## src/qd_pkg.sv

```systemverilog
// Shared constants and types for the quad converter serial write link
//
// How it works
// - Frame falling edge starts; shift bits on falls
// - Host never drops frame with clock fall
// - Sixteenth fall executes the captured command word
// - Later clocks ignored until frame rises again
// - Host holds frame high before next frame
// - Host idles frame and data lines low
// - Word: channel two, mode two, data ten, two low bits unused
// - Four operations: load, load-update, all, power-down
// - Code straight binary, most significant bit first
// - Early frame rise discards word, nothing changes
// - Reset clears registers, outputs at zero
// - Mode eleven powers down all four channels
// - Channel bits pick power-down output termination
// - Registers kept through power-down
// - Outputs return after wake-up delay
// - Host stops clock, lines low in power-down
// - Serial clock never above forty megahertz
`default_nettype none
package qd_pkg;
   // ****************************************
   // Word layout
   // ****************************************
   localparam int NUM_CH = 4;
   localparam int CODE_BITS = 10;
   localparam int CH_HI = 15;
   localparam int CH_LO = 14;
   localparam int OP_HI = 13;
   localparam int OP_LO = 12;
   localparam int CODE_HI = 11;
   localparam int CODE_LO = 2;
   localparam logic [3:0] LAST_BIT = 4'hf;
   localparam logic [9:0] CODE_RESET = 10'h000;

   // ****************************************
   // Timing
   // ****************************************
   localparam int CLK_NS = 100;
   localparam int WAKE_NS = 800;
   localparam int WAKE_RAW = WAKE_NS / CLK_NS;
   localparam logic [3:0] WAKE_CYC =
      (WAKE_RAW < 1) ? 4'h1 : 4'(WAKE_RAW);
   localparam int SCLK_MAX_MHZ = 40;
   localparam int SCLK_HALF_NS = 400;
   localparam int HALF_RAW = SCLK_HALF_NS / CLK_NS;
   localparam logic [2:0] DIV_LAST =
      (HALF_RAW < 2) ? 3'h0 : 3'(HALF_RAW - 1);

   // ****************************************
   // Host register map
   // ****************************************
   localparam logic [7:0] REG_WORD = 8'h00;
   localparam logic [7:0] REG_STATUS = 8'h04;

   // ****************************************
   // Types
   // ****************************************
   typedef enum logic [1:0] {
      OP_LOAD, OP_LOAD_UPD, OP_ALL_UPD, OP_PWRDN
   } qd_op_t;
   typedef enum logic [1:0] {
      TERM_HIZ, TERM_2K5, TERM_100K
   } qd_term_t;
   typedef enum logic [1:0] {
      H_IDLE, H_LEAD, H_SHIFT, H_TAIL
   } qd_hstate_t;
endpackage
`default_nettype wire

```

## src/qd_link_if.sv

```systemverilog
// Three-wire serial write link between host and converter
`default_nettype none
interface qd_link_if;
   logic frame_n;
   logic sclk;
   logic serial_data_in;
   modport dev (
      input frame_n,
      input sclk,
      input serial_data_in
   );
   modport host (
      output frame_n,
      output sclk,
      output serial_data_in
   );
endinterface
`default_nettype wire

```

## src/qd_dev.sv

```systemverilog
// Device end: serial word capture and channel control
`default_nettype none
module qd_dev (
   input wire logic clk,
   input wire logic nrst,
   qd_link_if.dev link,
   output logic [3:0][9:0] out_code,
   output logic out_on,
   output qd_pkg::qd_term_t out_term,
   output logic powered_down
);
   import qd_pkg::*;

   // ****************************************
   // State
   // ****************************************
   typedef struct packed {
      logic f1;
      logic f2;
      logic fp;
      logic c1;
      logic c2;
      logic cp;
      logic d1;
      logic d2;
      logic armed;
      logic [3:0] cnt;
      logic [14:0] shreg;
      logic [3:0][9:0] in_reg;
      logic [3:0][9:0] dac_reg;
      logic pd;
      qd_term_t term;
      logic [3:0] wake;
      logic on;
   } qd_dev_t;

   qd_dev_t s;
   qd_dev_t next_s;

   // ****************************************
   // Decoded link events
   // ****************************************
   logic frame_fall;
   logic frame_high;
   logic sclk_fall;
   logic word_done;
   logic [15:0] word;
   logic [1:0] ch;
   qd_op_t op;
   logic [9:0] code;

   // Edges seen only after both synchroniser stages
   assign frame_fall = s.fp && !s.f2;
   assign frame_high = s.f2;
   assign sclk_fall = s.cp && !s.c2;

   // Last bit joins the word in the cycle it arrives
   assign word_done = s.armed && sclk_fall &&
                      (s.cnt == LAST_BIT);
   assign word = {s.shreg, s.d2};

   // Field split of the completed word
   assign ch = word[CH_HI:CH_LO];
   assign op = qd_op_t'(word[OP_HI:OP_LO]);
   assign code = word[CODE_HI:CODE_LO];

   // ****************************************
   // Next state
   // ****************************************
   always_comb begin
      next_s = s;

      // Two flops on each pin before any use
      next_s.f1 = link.frame_n;
      next_s.f2 = s.f1;
      next_s.fp = s.f2;
      next_s.c1 = link.sclk;
      next_s.c2 = s.c1;
      next_s.cp = s.c2;
      next_s.d1 = link.serial_data_in;
      next_s.d2 = s.d1;

      // Wake-up countdown after power-down ends
      if (s.wake != 4'h0) begin
         next_s.wake = s.wake - 4'h1;
      end

      // Frame tracking; high frame drops partial word
      if (frame_high) begin
         next_s.armed = 1'b0;
         next_s.cnt = 4'h0;
      end else if (frame_fall) begin
         next_s.armed = 1'b1;
         next_s.cnt = 4'h0;
      end else if (s.armed && sclk_fall) begin
         // Most significant bit enters first
         next_s.shreg = {s.shreg[13:0], s.d2};
         next_s.cnt = s.cnt + 4'h1;
         if (word_done) begin
            // Disarm: clocks ignored until next frame
            next_s.armed = 1'b0;
            next_s.cnt = 4'h0;
         end
      end

      // Command execution on the sixteenth fall
      if (word_done) begin
         case (op)
            OP_LOAD: begin
               // Staged only, outputs untouched
               next_s.in_reg[ch] = code;
            end
            OP_LOAD_UPD: begin
               next_s.in_reg[ch] = code;
               next_s.dac_reg = next_s.in_reg;
            end
            OP_ALL_UPD: begin
               for (int i = 0; i < NUM_CH; i++) begin
                  next_s.in_reg[i] = code;
               end
               next_s.dac_reg = next_s.in_reg;
            end
            OP_PWRDN: begin
               // Whole part sleeps whatever channel named
               next_s.pd = 1'b1;
               next_s.wake = 4'h0;
               case (ch)
                  2'b01: next_s.term = TERM_2K5;
                  2'b10: next_s.term = TERM_100K;
                  default: next_s.term = TERM_HIZ;
               endcase
            end
            default: next_s.pd = s.pd;
         endcase
         // Any other word ends power-down; registers
         // hold their values, only loads change them
         if (op != OP_PWRDN && s.pd) begin
            next_s.pd = 1'b0;
            next_s.wake = WAKE_CYC;
         end
      end

      // Output drive waits for the wake-up delay
      next_s.on = !next_s.pd && (next_s.wake == 4'h0);
   end

   // ****************************************
   // State register
   // ****************************************
   // Power-on: all codes zero, outputs on at zero volts
   always_ff @(posedge clk or negedge nrst) begin
      if (!nrst) begin
         // Frame stages reset to the idle-low level, no false start
         s <= '0;
         s.in_reg <= {NUM_CH{CODE_RESET}};
         s.dac_reg <= {NUM_CH{CODE_RESET}};
         s.term <= TERM_HIZ;
         s.on <= 1'b1;
      end else begin
         s <= next_s;
      end
   end

   // ****************************************
   // Outputs
   // ****************************************
   // Output code is the applied register, zero when off
   always_comb begin
      for (int i = 0; i < NUM_CH; i++) begin
         out_code[i] = s.on ? s.dac_reg[i] : CODE_RESET;
      end
   end

   assign out_on = s.on;
   assign out_term = s.term;
   assign powered_down = s.pd;
endmodule
`default_nettype wire

```

## src/flat_wrapper.sv

```systemverilog
// flat-port wrapper written by rule: the top's interface ports become plain ports
module qd_dev_flat import qd_pkg::*;
  (clk, nrst, out_code, out_on, out_term, powered_down, link_frame_n, link_sclk, link_serial_data_in);
  qd_link_if link_i ();
  input wire logic clk;
  input wire logic nrst;
  output logic [3:0][9:0] out_code;
  output logic out_on;
  output qd_pkg::qd_term_t out_term;
  output logic powered_down;
  input wire logic [$bits(link_i.frame_n)-1:0] link_frame_n;
  input wire logic [$bits(link_i.sclk)-1:0] link_sclk;
  input wire logic [$bits(link_i.serial_data_in)-1:0] link_serial_data_in;
  assign link_i.frame_n = link_frame_n;
  assign link_i.sclk = link_sclk;
  assign link_i.serial_data_in = link_serial_data_in;
  qd_dev u_core (.clk(clk), .nrst(nrst), .link(link_i), .out_code(out_code), .out_on(out_on), .out_term(out_term), .powered_down(powered_down));
endmodule
```

## config.mk

```make
export PLATFORM = sky130hd
export DESIGN_NAME = qd_dev_flat
export DESIGN_NICKNAME = d
export VERILOG_FILES = /design/src/qd_pkg.sv /design/src/qd_link_if.sv /design/src/qd_dev.sv /design/src/flat_wrapper.sv
export SDC_FILE = /design/constraint.sdc
export NUM_CORES = 1
export LEC_CHECK = 0
export BUFFER_PORTS_ARGS = -buffer_cell sky130_fd_sc_hd__buf_2
export CAP_MARGIN = 10
export CELL_PAD_IN_SITES_DETAIL_PLACEMENT = 1
export CELL_PAD_IN_SITES_GLOBAL_PLACEMENT = 1
export CORE_ASPECT_RATIO = 1.5
export CORE_MARGIN = 3
export CORE_UTILIZATION = 51
export CTS_CLUSTER_SIZE = 16
export DETAILED_ROUTE_END_ITERATION = 7
export GPL_TIMING_DRIVEN = 0
export MAX_ROUTING_LAYER = met4
export PLACE_DENSITY = 0.9
export REMOVE_ABC_BUFFERS = 1
export SLEW_MARGIN = 20
export SYNTH_ARGS = -nofsm -noshare
export SYNTH_HDL_FRONTEND = slang
export SYNTH_SLANG_ARGS = --single-unit
```

## constraint.sdc

```tcl
create_clock -name clk -period 5.93 [get_ports clk]
set_input_delay 1.186 -clock clk [delete_from_list [all_inputs] [get_ports clk]]
set_output_delay 1.186 -clock clk [all_outputs]
set_load 0.03 [all_outputs]
```

* Yosys cells after proc, flatten, opt, wreduce, memory -nomap -nowiden
Cells that the tools add are included. Widths: inputs -> output; s select.
Storage, ports and cells: register bits 116, output and inout port bits 44, input bits 5, logic and storage cells 78
Operators by class: equality and inequality tests 7, reduce and logical (&&, ||, !) cells 23, mux-type cells 19, bitwise gates (word level) 2, add/sub/neg operators 2, $lt $le $gt $ge 2
Operators with widths (number):
- $pmux 40 s2 | 2
- $mux 10 | 5
- $bwmux 40 | 1
- $demux 10 s2 | 1
- $mux 20 | 1
- $mux 5 | 3
- $mux 7 | 2
- $mux 4 | 2
- $reduce_and 2->1 | 4
- $logic_and 1x1->1 | 7
- $eq 2x2->1 const B | 3
- $reduce_bool 3->1 | 2
- $add 4x1->4 const B | 1
- $eq 2x1->1 const B | 2
- $eq 4x4->1 const B | 1
- $logic_not 4->1 | 1
- $pmux 2 s2 | 1
- $reduce_bool 2->1 | 2
- $reduce_bool 4->1 | 1
- $sub 4x1->4 const B | 1
- $logic_not 1->1 | 3
- $lt 2x3->1 const B | 1
- $reduce_and 3->1 | 1
- $ge 2x1->1 const B | 1
- other kinds (5) | 6

* Logic depth before layout (Yosys ltp)
Gate-level depths: netlist of the first run.
word-level depth 8, gate-level depth with buffers 7

* Worst setup path after synthesis of the first run
Ideal clock, no wire load.
path kind reg-to-output, start register u_core.s, in the netlist u_core.out_on, end output out_code[0] in the netlist's numbering, stages on the path, launching flop included 3, arrival 1.160 ns, required time 4.744 ns, buffers on the path 1, setup slack 3.584 ns, path through dfstp_2 clkbuf_1 and2_1
RTL lines:
- start, declared | RTL line qd_dev.sv:37 | qd_dev_t s;
- start signal, assigned | RTL line qd_dev.sv:160 | s <= next_s;
- end, declared | RTL line flat_wrapper.sv:7 | output logic [3:0][9:0] out_code;

==> results of run 1 <==
-- worst paths after layout --
check	endpoint	depth (start not counted)
setup / recovery	out_code[11]	2
hold / removal	u_core.next_s[110]$_DFF_PN0_	0
setup reg to reg	u_core.s[69]$_DFFE_PN0P_	5
hold reg to reg	u_core.next_s[110]$_DFF_PN0_	0
max in group asynchronous	u_core.s[78]$_DFFE_PN0P_	2
min in group asynchronous	u_core.s[2]$_DFF_PN0_	1
-- worst max-delay path, delay by kind of cell, from the launching register on --
family        cells  cell delay (ns)
buf+inv           1             0.22
simple gates      1             0.25
flops             1             0.91
-- power by group --
group	switching, mW	total [mW]	leakage (nW)	internal (mW)
sequential	0.00910	0.808	1.60	0.799
clock	0.359	1.15	0.330	0.786
combinational	0.0191	0.0276	1.52	0.00849
total	0.387	1.98	3.45	1.59
-- cell type report --
cell class / count / share of cell area
well taps: 115 / 0.0231
inverters: 5 / 0.00302
clock inverters: 10 / 0.0282
repair buffers: 56 / 0.0543
multi-input cells: 284 / 0.347
clock buffers: 22 / 0.0779
flip-flops and latches: 116 / 0.467
-- flip-flops by register name, indices dropped and copies added (netlist names) --
signal               count
u_core.next_s            4
u_core.op                2
u_core.out_term          2
u_core.out_on            1
u_core.frame_high        1
u_core.powered_down      1
u_core.ch                2
u_core.s                93
u_core.code             10
-- placed cells by master, fill, tap and decap left out, types with 4 or more instances in the layout --
cell / netlist / routed
mux2_4: 20 / 20
clkbuf_16: 0 / 17
buf_4: 2 / 4
bufinv_16: 0 / 5
nor3_1: 6 / 5
dfrtp_1: 115 / 115
mux2_2: 36 / 36
nor2b_1: 5 / 5
nor2_1: 50 / 48
mux2i_1: 41 / 41
clkinv_2: 0 / 5
ha_1: 4 / 4
buf_2: 0 / 47
buf_6: 3 / 4
clkbuf_8: 0 / 4
and2_1: 41 / 41
inv_1: 5 / 5
nand2_1: 7 / 7
or3_1: 5 / 5
a21oi_1: 48 / 47
-- stage by stage --
step	setup TNS, ns	power (mW)	hold WS, ns
after floorplan	0	0.826	0.331
after global placement	-33.44	0.844	0.332
after detailed placement	0	0.849	0.346
after CTS	0	1.99	0.359
after global routing	0	2.04	0.359
final	0	1.98	0.352
-- cell families after synthesis --
| logic type | count (synthesis) | share of synthesized area |
|---|---|---|
| xor gates and xnor gates | 1 | 0.00168 |
| buffers and inverters | 39 | 0.0338 |
| AOI/OAI and AO/OA | 57 | 0.0578 |
| muxes | 97 | 0.214 |
| and+or+nand+nor | 125 | 0.127 |
| adders and majority gates | 4 | 0.00959 |
| DFF | 116 | 0.556 |
-- routing by layer --
layer / GRT usage / up-vias / share of wire
li1: - / 1572 / -
met1: 0.312 / 1881 / 0.40
met2: 0.454 / 90 / 0.54
met3: 0.0644 / 33 / 0.036
met4: 0.110 / 0 / 0.025
met5: - / - / 0
==> results.cfg, run 1 <==
[setup_path]
r2r_slack_ns = 3.11
worst_r2r_startpoint = u_core.op[0]$_DFFE_PN0P_
critical_path.max_fanout = 41
setup.worst_path.end_class = output port
cp_slowest_stage_delay_ns = 0.91
crit_path_cell_trace = and2_1 -> buf_2
arrival_ns = 1.83
path_class = flop to output port
crit_slowest_cell = dfstp_2
start_kind = flop
cp_data_required_time_ns = 4.74
worstSetupStartpoint = u_core.out_on$_DFF_PN1_

[cts]
clock_sink_count = 116
inserted_clock_buffers = 17
clk_pin_slew_worst_paths_ns = 0.05
postCtsSetupRepairBufs = 0
cts.path.max_buffers = 2
tritoncts = yes
cts_repair_resize_count = 0
clkLatencyLatePin_ns = 0.42
htree_levels = 4
hold_buffers = 0
clock_tree.root_cell = clkbuf_16

[synth]
synth_most_common_cell = dfrtp_1
synthDominantCellAreaShare = 0.551
cells_after_synth = 439
ys_seq_area_frac = 0.556
synth_cell_types = 37
synth_area_leaders = dfrtp_1, mux2i_1, mux2_2
post_synth.cell_area_avg_sq_um = 11.9
netlist_top_cells_count = dfrtp_1, nor2_1, a21oi_1, and2_1, mux2i_1
synth-async-reset-ratio = 1.00
syn_area_sq_um = 5220
yosys_warnings = 0
post-synth-top-area-cell = dfrtp_1
synthFlopType = dfrtp_1
ys_ff_latch = 116
synth_enable_flop_cells = 0

[placement]
placement.io_buffers = 48
place_congestion = 0.735
dp.cells = 576
detailedPlacementHpwl_microns = 7890
place_worst_setup_slack_ns = 3.26
place_area_sq_um = 5560

[global_routing]
pin_count_of_the_biggest_net_entering_global_routing = 69
grt_util_all_layers = 0.271
number_of_antenna_violations_at_the_first_check_in_global_routing = 0
grt_pass1_vias = 3971
grt_remaining_overflow = 0
wire_length_of_the_first_global_routing_pass_microns = 22200

[final_layout]
nNetsFinal = 489
filler_cell_count = 972
antenna_cells = 0
ff_latch_area_sq_um = 2900
utilization = 0.631
area_added_between_synthesis_and_finish_pct = 19.2
count_of_non_filler_cells_in_the_finished_layout = 608
multiInputGateArea_sq_um = 2160
design_area_sq_um = 6220
fraction_of_layout_instances_using_a_drive_strength_above_1 = 0.308

[power_and_ir_drop]
total_leakage_power_nw = 3.45
power.density_cell_area_nw_per_um2 = 319
worst_ir_drop_vdd_mv = 0.205

[hold_path]
worst_hold_path_type = flop to flop
hold_path_startpoint = u_core.next_s[111]$_DFF_PN0_

[routing]
drt_pass1_iterations = 4
detailroute.via_count = 3576
wirelength_microns = 14000
drtIter0Drc = 216
final_antenna_net_count = 0
routed_wire_per_std_cell_microns = 23.1
detailed_route_vias_per_instance = 5.88
route.detailed.drc = 0

[floorplanning]
floorplan.initialDensity = 0.530
floorplan.die.height_microns = 130
core_sq_um = 9850
design.die.area_sq_um = 11500
die_x_microns = 88.6
std_cell_rows = 44
number_of_primary_i_o_pins = 49

[sta]
setup_failing_eps_final = 0
slew_headroom = 0.364
rsz0062_at_grt = no
tightest_slew_ns = 0.952
worst_setup_skew_after_layout_ns = 0.00697
maxClockFrequency_ghz = 0.332
layout_min_cycle_time_ns = 3.02
layout_setup_ws_ns = 2.91
final_max_slew_viol_count = 0
post-route-period-util = 0.509
finalHoldViolations = 0

[status]
status = complete, no violations

[run]
timing.max_cap.violations = 0
Power figures use the tool's default switching activity.
==> run 2, diff against run 1 <==
Settings changed: CORE_UTILIZATION 51 to 43, PLACE_DENSITY 0.9 to 0.81.
Clock period 5.93 ns to 2.5 ns, I/O delays scaled along.
==> run 2 against run 1 <==
Die area up 18%. Sequential share of layout area up 0.37 points. Count of clock-buffer cells in the layout up 5. Wire length down 11%. Clock power up 96%. Worst setup slack worse by 2.8 ns. Combinational power up 140%. Power up 110%.
==> results.cfg, run 2 (synthesized netlist as in run 1, its figures left out) <==
[status]
status = complete, no violations

[cts]
clkLatencyLatePin_ns = 0.42
cts.path.max_buffers = 2
tritoncts = yes
postCtsSetupRepairBufs = 0
htree_levels = 4
clk_pin_slew_worst_paths_ns = 0.05
inserted_clock_buffers = 17
clock_tree.root_cell = clkbuf_16
clock_sink_count = 116

[placement]
place_congestion = 0.758
place_worst_setup_slack_ns = -0.173
placement.io_buffers = 48
detailedPlacementHpwl_microns = 7510
place_area_sq_um = 5600

[setup_path]
start_kind = flop
path_class = flop to flop
setup.worst_path.end_class = flop
timing.critical_path.buf_inv = 1
crit_slowest_cell = nor2_2
worst_r2r_startpoint = u_core.op[0]$_DFFE_PN0P_
reg2reg_to = u_core.s[64]$_DFFE_PN0P_
critical_path.max_fanout = 11
cp_slowest_stage_delay_ns = 0.69
arrival_ns = 2.71
ff2ff_path_depth = 5
timing.critical_path.max_delay_family = simple AND/OR/NAND/NOR gates
crit_path_cell_trace = inv_1 -> ha_1 -> nor2_2 -> or3_2 -> mux2_4
cp_data_required_time_ns = 2.79
r2r_slack_ns = 0.08

[floorplanning]
std_cell_rows = 48
design.die.area_sq_um = 13500
number_of_primary_i_o_pins = 49
floorplan.die.height_microns = 141
floorplan.initialDensity = 0.446
die_x_microns = 96.0
core_sq_um = 11700

[routing]
detailed_route_vias_per_instance = 5.31
route.detailed.drc = 0
final_antenna_net_count = 0
drt_pass1_iterations = 4
routed_wire_per_std_cell_microns = 19.3
detailroute.via_count = 3422
wirelength_microns = 12400
drtIter0Drc = 208

[global_routing]
pin_count_of_the_biggest_net_entering_global_routing = 84
grt_util_all_layers = 0.209
grt_remaining_overflow = 0
number_of_antenna_violations_at_the_first_check_in_global_routing = 0
grt_pass1_vias = 3736
wire_length_of_the_first_global_routing_pass_microns = 20300

[final_layout]
fraction_of_layout_instances_using_a_drive_strength_above_1 = 0.300
registers.top_by_ff_count = u_core.s
antenna_cells = 0
area_added_between_synthesis_and_finish_pct = 18.2
nNetsFinal = 490
largest_register_ff_count = 93
mostFrequentLayoutCells = dfrtp_1, nor2_1, a21oi_1, buf_2
design_area_sq_um = 6170
layout.cells.most_common = dfrtp_1
filler_cell_count = 1241

[sta]
final_max_slew_viol_count = 0
slew_headroom = 0.432
finalHoldViolations = 0
setup_failing_eps_final = 0
layout_min_cycle_time_ns = 2.42
maxClockFrequency_ghz = 0.414
post-route-period-util = 0.967
layout_setup_ws_ns = 0.0835
worst_setup_skew_after_layout_ns = 0.00934
tightest_slew_ns = 0.847
rsz0062_at_grt = yes

[power_and_ir_drop]
totalPowerFinal_mw = 4.23
total_leakage_power_nw = 3.39
worst_ir_drop_vdd_mv = 0.566
power.density_cell_area_nw_per_um2 = 686

[hold_path]
worst_hold_path_type = input pin to flop
hold_path_startpoint = link_serial_data_in
worst_hold_path.num_cells = 1
min_to = u_core.next_s[108]$_DFF_PN0_

[run]
timing.max_cap.violations = 0
-- run 2: changes by cell type in the layout (fill, tap and decap cells not counted), sizes merged --
cell         previous run  this run
clkbuf                 22        27
bufinv                  5         1
clkinv                  5         3
clkinvlp                0         1
dlygate4sd3             0         1
-- run 2: worst max path at each step --
stage | startpoint | end | slack [ns] | depth (start not counted)
6_report | u_core.op[0]$_DFFE_PN0P_ | u_core.s[64]$_DFFE_PN0P_ | 0.08 | 5
4_1_cts | u_core.op[0]$_DFFE_PN0P_ | u_core.s[68]$_DFFE_PN0P_ | 0.0005 | 5
5_1_grt | u_core.s[103]$_DFFE_PN0P_ | u_core.s[64]$_DFFE_PN0P_ | -0.02 | 5
2_1_floorplan | u_core.op[0]$_DFFE_PN0P_ | u_core.s[10]$_DFFE_PN0P_ | -2.60 | 4
3_3_place_gp | u_core.s[103]$_DFFE_PN0P_ | u_core.s[9]$_DFFE_PN0P_ | -4.28 | 4
3_5_place_dp | u_core.op[0]$_DFFE_PN0P_ | u_core.s[70]$_DFFE_PN0P_ | -0.17 | 5
-- run 2: power by group --
part	switching (mW)	total, mW	internal, mW
logic	0.0445	0.0656	0.0211
clock network	0.810	2.25	1.44
registers	0.0216	1.92	1.90
-- run 2: through the flow --
| stage | setup TNS [ns] | hold slack (ns) | utilization | std cells |
|---|---|---|---|---|
| after floorplan | -103.98 | 0.204 | - | 405 |
| after global placement | -228.99 | 0.333 | 0.469 | 603 |
| after detailed placement | -2.31 | 0.342 | 0.479 | 611 |
| after CTS | 0 | 0.185 | 0.526 | 644 |
| after global routing | -0.0936 | 0.179 | 0.527 | 644 |
| final | 0 | 0.192 | 0.527 | 644 |
-- run 2: final cells by class --
| class | count | area, sq um | share of cell area |
|---|---|---|---|
| Sequential cell | 116 | 2900 | 0.471 |
| Multi-Input combinational cell | 284 | 2170 | 0.351 |
| Clock buffer | 27 | 493 | 0.0799 |
| Timing Repair Buffer | 57 | 348 | 0.0564 |
| Tap cell | 150 | 188 | 0.0304 |
| Clock inverter | 5 | 52.6 | 0.00852 |
| Inverter | 5 | 18.8 | 0.00304 |
-- run 2: what timing repair did --
item                                    CTS  global route
endpoints found under the hold margin    33             0
gates cloned                              0             0
hold buffers                              1             0
endpoints found under the setup margin   20            18
gates resized for setup                   2             2
-- run 2: routing by layer --
metal | global-route usage | up-vias | routed length [microns]
li1 | - | 1570 | -
met1 | 0.233 | 1789 | 4960
met2 | 0.361 | 48 | 6940
met3 | 0.0539 | 15 | 341
met4 | 0.0637 | 0 | 169
met5 | - | - | 0
==> run 3, diff against run 2 <==
Settings changed: ABC_AREA from default to 1, CORE_ASPECT_RATIO 1.5 to 0.5, CORE_UTILIZATION 43 to 40, PLACE_DENSITY 0.81 to 0.82.
==> run 3 against run 2 <==
Clock skew is 0.0013 ns lower. Count of clock-buffer cells in the layout is 2 lower. Highest routed layer unchanged. Register-to-register slack better by 0.32 ns. Non-clock buffer count is 8 lower. Power is 1.6% lower.
==> results.cfg, run 3 <==
[sta]
slew_headroom = 0.413
maxClockFrequency_ghz = 0.457
rsz0062_at_grt = no
worst_setup_skew_after_layout_ns = 0.00803
layout_min_cycle_time_ns = 2.19
fin_tns_setup_ns = 0
setup_failing_eps_final = 0
post-route-period-util = 0.875
tightest_slew_ns = 0.880
final_max_slew_viol_count = 0
finalHoldViolations = 0

[global_routing]
number_of_antenna_violations_at_the_first_check_in_global_routing = 0
grt_pass1_vias = 4999
grt_util_all_layers = 0.204
pin_count_of_the_biggest_net_entering_global_routing = 81
wire_length_of_the_first_global_routing_pass_microns = 23400
grt_remaining_overflow = 0

[setup_path]
arrival_ns = 1.69
timing.critical_path.max_delay_family = flip-flops
cp_data_required_time_ns = 2.00
timing.critical_path.buf_inv = 2
cp_slowest_stage_delay_ns = 0.88
critical_path.max_fanout = 41
start_kind = flop
path_class = flop to output port
crit_path_cell_trace = nand2_1 -> inv_1 -> buf_2
r2r_slack_ns = 0.40
crit_slowest_cell = dfstp_4
setup.worst_path.end_class = output port

[routing]
routed_wire_per_std_cell_microns = 15.5
route.detailed.drc = 0
wirelength_microns = 13800
detailroute.via_count = 4496
drt_pass1_iterations = 4
final_antenna_net_count = 0
detailed_route_vias_per_instance = 5.03
drtIter0Drc = 197

[synth]
post_synth.cell_area_avg_sq_um = 7.93
post_synth_and_or_nand_nor_area_fraction = 0.210
synth_most_common_cell = nand2_1
ys_seq_area_frac = 0.538
synth-async-reset-ratio = 1.00
synth_area_leaders = dfrtp_1, nand2_1, o21ai_0
netlist_top_cells_count = nand2_1, dfrtp_1, o21ai_0, inv_1, o21ai_1
synth_top_family_by_area = simple AND/OR/NAND/NOR gates
synth_cell_types = 27
yosys_warnings = 0
post_synth_xor_area_fraction = 0.00324
synth_compound_gate_area_share = 0.125
cells_after_synth = 681
synthDominantCellAreaShare = 0.533
synthFlopType = dfrtp_1
syn_area_sq_um = 5400
muxShareOfSynthArea = 0.00185
ys_ff_latch = 116
synth_adder_area_share = 0.00927
post-synth-top-area-cell = dfrtp_1
synth_enable_flop_cells = 0

[cts]
clk_pin_slew_worst_paths_ns = 0.05
cts_repair_resize_count = 0
clkLatencyLatePin_ns = 0.41
htree_levels = 4
hold_buffers = 0
tritoncts = yes
postCtsSetupRepairBufs = 0
inserted_clock_buffers = 17
clock_sink_count = 116
clock_tree.root_cell = clkbuf_16
cts.path.max_buffers = 2

[hold_path]
worst_hold_path_type = input pin to asynchronous set/reset pin

[floorplanning]
floorplan.die.height_microns = 88.2
number_of_primary_i_o_pins = 49
core_sq_um = 12900
std_cell_rows = 29
die_x_microns = 170
floorplan.initialDensity = 0.418
design.die.area_sq_um = 15000

[final_layout]
antenna_cells = 0
nNetsFinal = 722
mostFrequentLayoutCells = nand2_1, dfrtp_1, o21ai_0, inv_1, buf_2
area_added_between_synthesis_and_finish_pct = 14.9
fraction_of_layout_instances_using_a_drive_strength_above_1 = 0.124
registers.top_by_ff_count = u_core.s
largest_register_ff_count = 93
layout.cells.most_common = nand2_1

[power_and_ir_drop]
totalPowerFinal_mw = 4.16
total_leakage_power_nw = 3.52
worst_ir_drop_vdd_mv = 0.369
power.density_cell_area_nw_per_um2 = 671

[placement]
place_congestion = 0.733
placement.io_buffers = 48
detailedPlacementHpwl_microns = 8260

[status]
status = complete, no violations

[run]
timing.max_cap.violations = 0
-- run 3: cell count changes after synthesis, sizes merged, moves of 47 or more --
cell,previous run,this run
o21ai,2,131
a21oi,48,1
inv,5,101
mux2,56,0
nand2,7,268
-- run 3: path summary, 6_finish.rpt --
path / end / startpoint / cells past startpoint
hold reg to reg: u_core.s[108]$_DFF_PN0_ / u_core.next_s[108]$_DFF_PN0_ / 0
setup / recovery: out_code[35] / u_core.out_on$_DFF_PN1_ / 3
setup reg to reg: u_core.s[24]$_DFFE_PN0P_ / u_core.s[103]$_DFFE_PN0P_ / 7
hold / removal: u_core.s[76]$_DFFE_PN0P_ / nrst / 1
min in group clk: u_core.next_s[111]$_DFF_PN0_ / link_sclk / 1
max in group asynchronous: u_core.s[41]$_DFFE_PN0P_ / nrst / 2
-- run 3: power by group --
part / internal [mW] / switching, mW / total (mW)
logic: 0.0147 / 0.0515 / 0.0662
registers: 1.90 / 0.0140 / 1.91
clock network: 1.38 / 0.813 / 2.19
-- run 3: area by class of cell --
| class | count | area (sq um) |
|---|---|---|
| Tap cell | 170 | 213 |
| Fill cell | 1599 | 6710 |
| Timing Repair Buffer | 49 | 274 |
| Clock buffer | 25 | 505 |
| Inverter | 102 | 385 |
| Sequential cell | 116 | 2910 |
| Multi-Input combinational cell | 427 | 1900 |
| Clock inverter | 5 | 25.0 |
-- run 3: logic make-up after synthesis --
group	count (synthesis)
mux	1
fa+ha+maj	4
simple gates	286
xor+xnor	2
compound gates	134
buf+inv	138
flops	116
-- run 3: routing by layer --
layer | routed length [microns] | GRT usage | vias up
met4 | 211 | 0.0706 | 0
met2 | 7270 | 0.374 | 62
li1 | - | - | 2151
met3 | 397 | 0.0469 | 21
met1 | 5940 | 0.222 | 2262
met5 | 0 | - | -
-- run 3: stage by stage --
stage	area, sq um	hold WS, ns	cells	worst slack [ns]	utilization
5_1_grt	6210	0.0232	894	0.188	0.480
3_3_place_gp	5630	0.332	863	-0.581	0.436
2_1_floorplan	5170	0.204	645	0.614	-
3_5_place_dp	5670	0.339	864	0.206	0.439
6_report	6210	0.00438	894	0.312	0.480
4_1_cts	6200	0.00801	894	0.0463	0.480
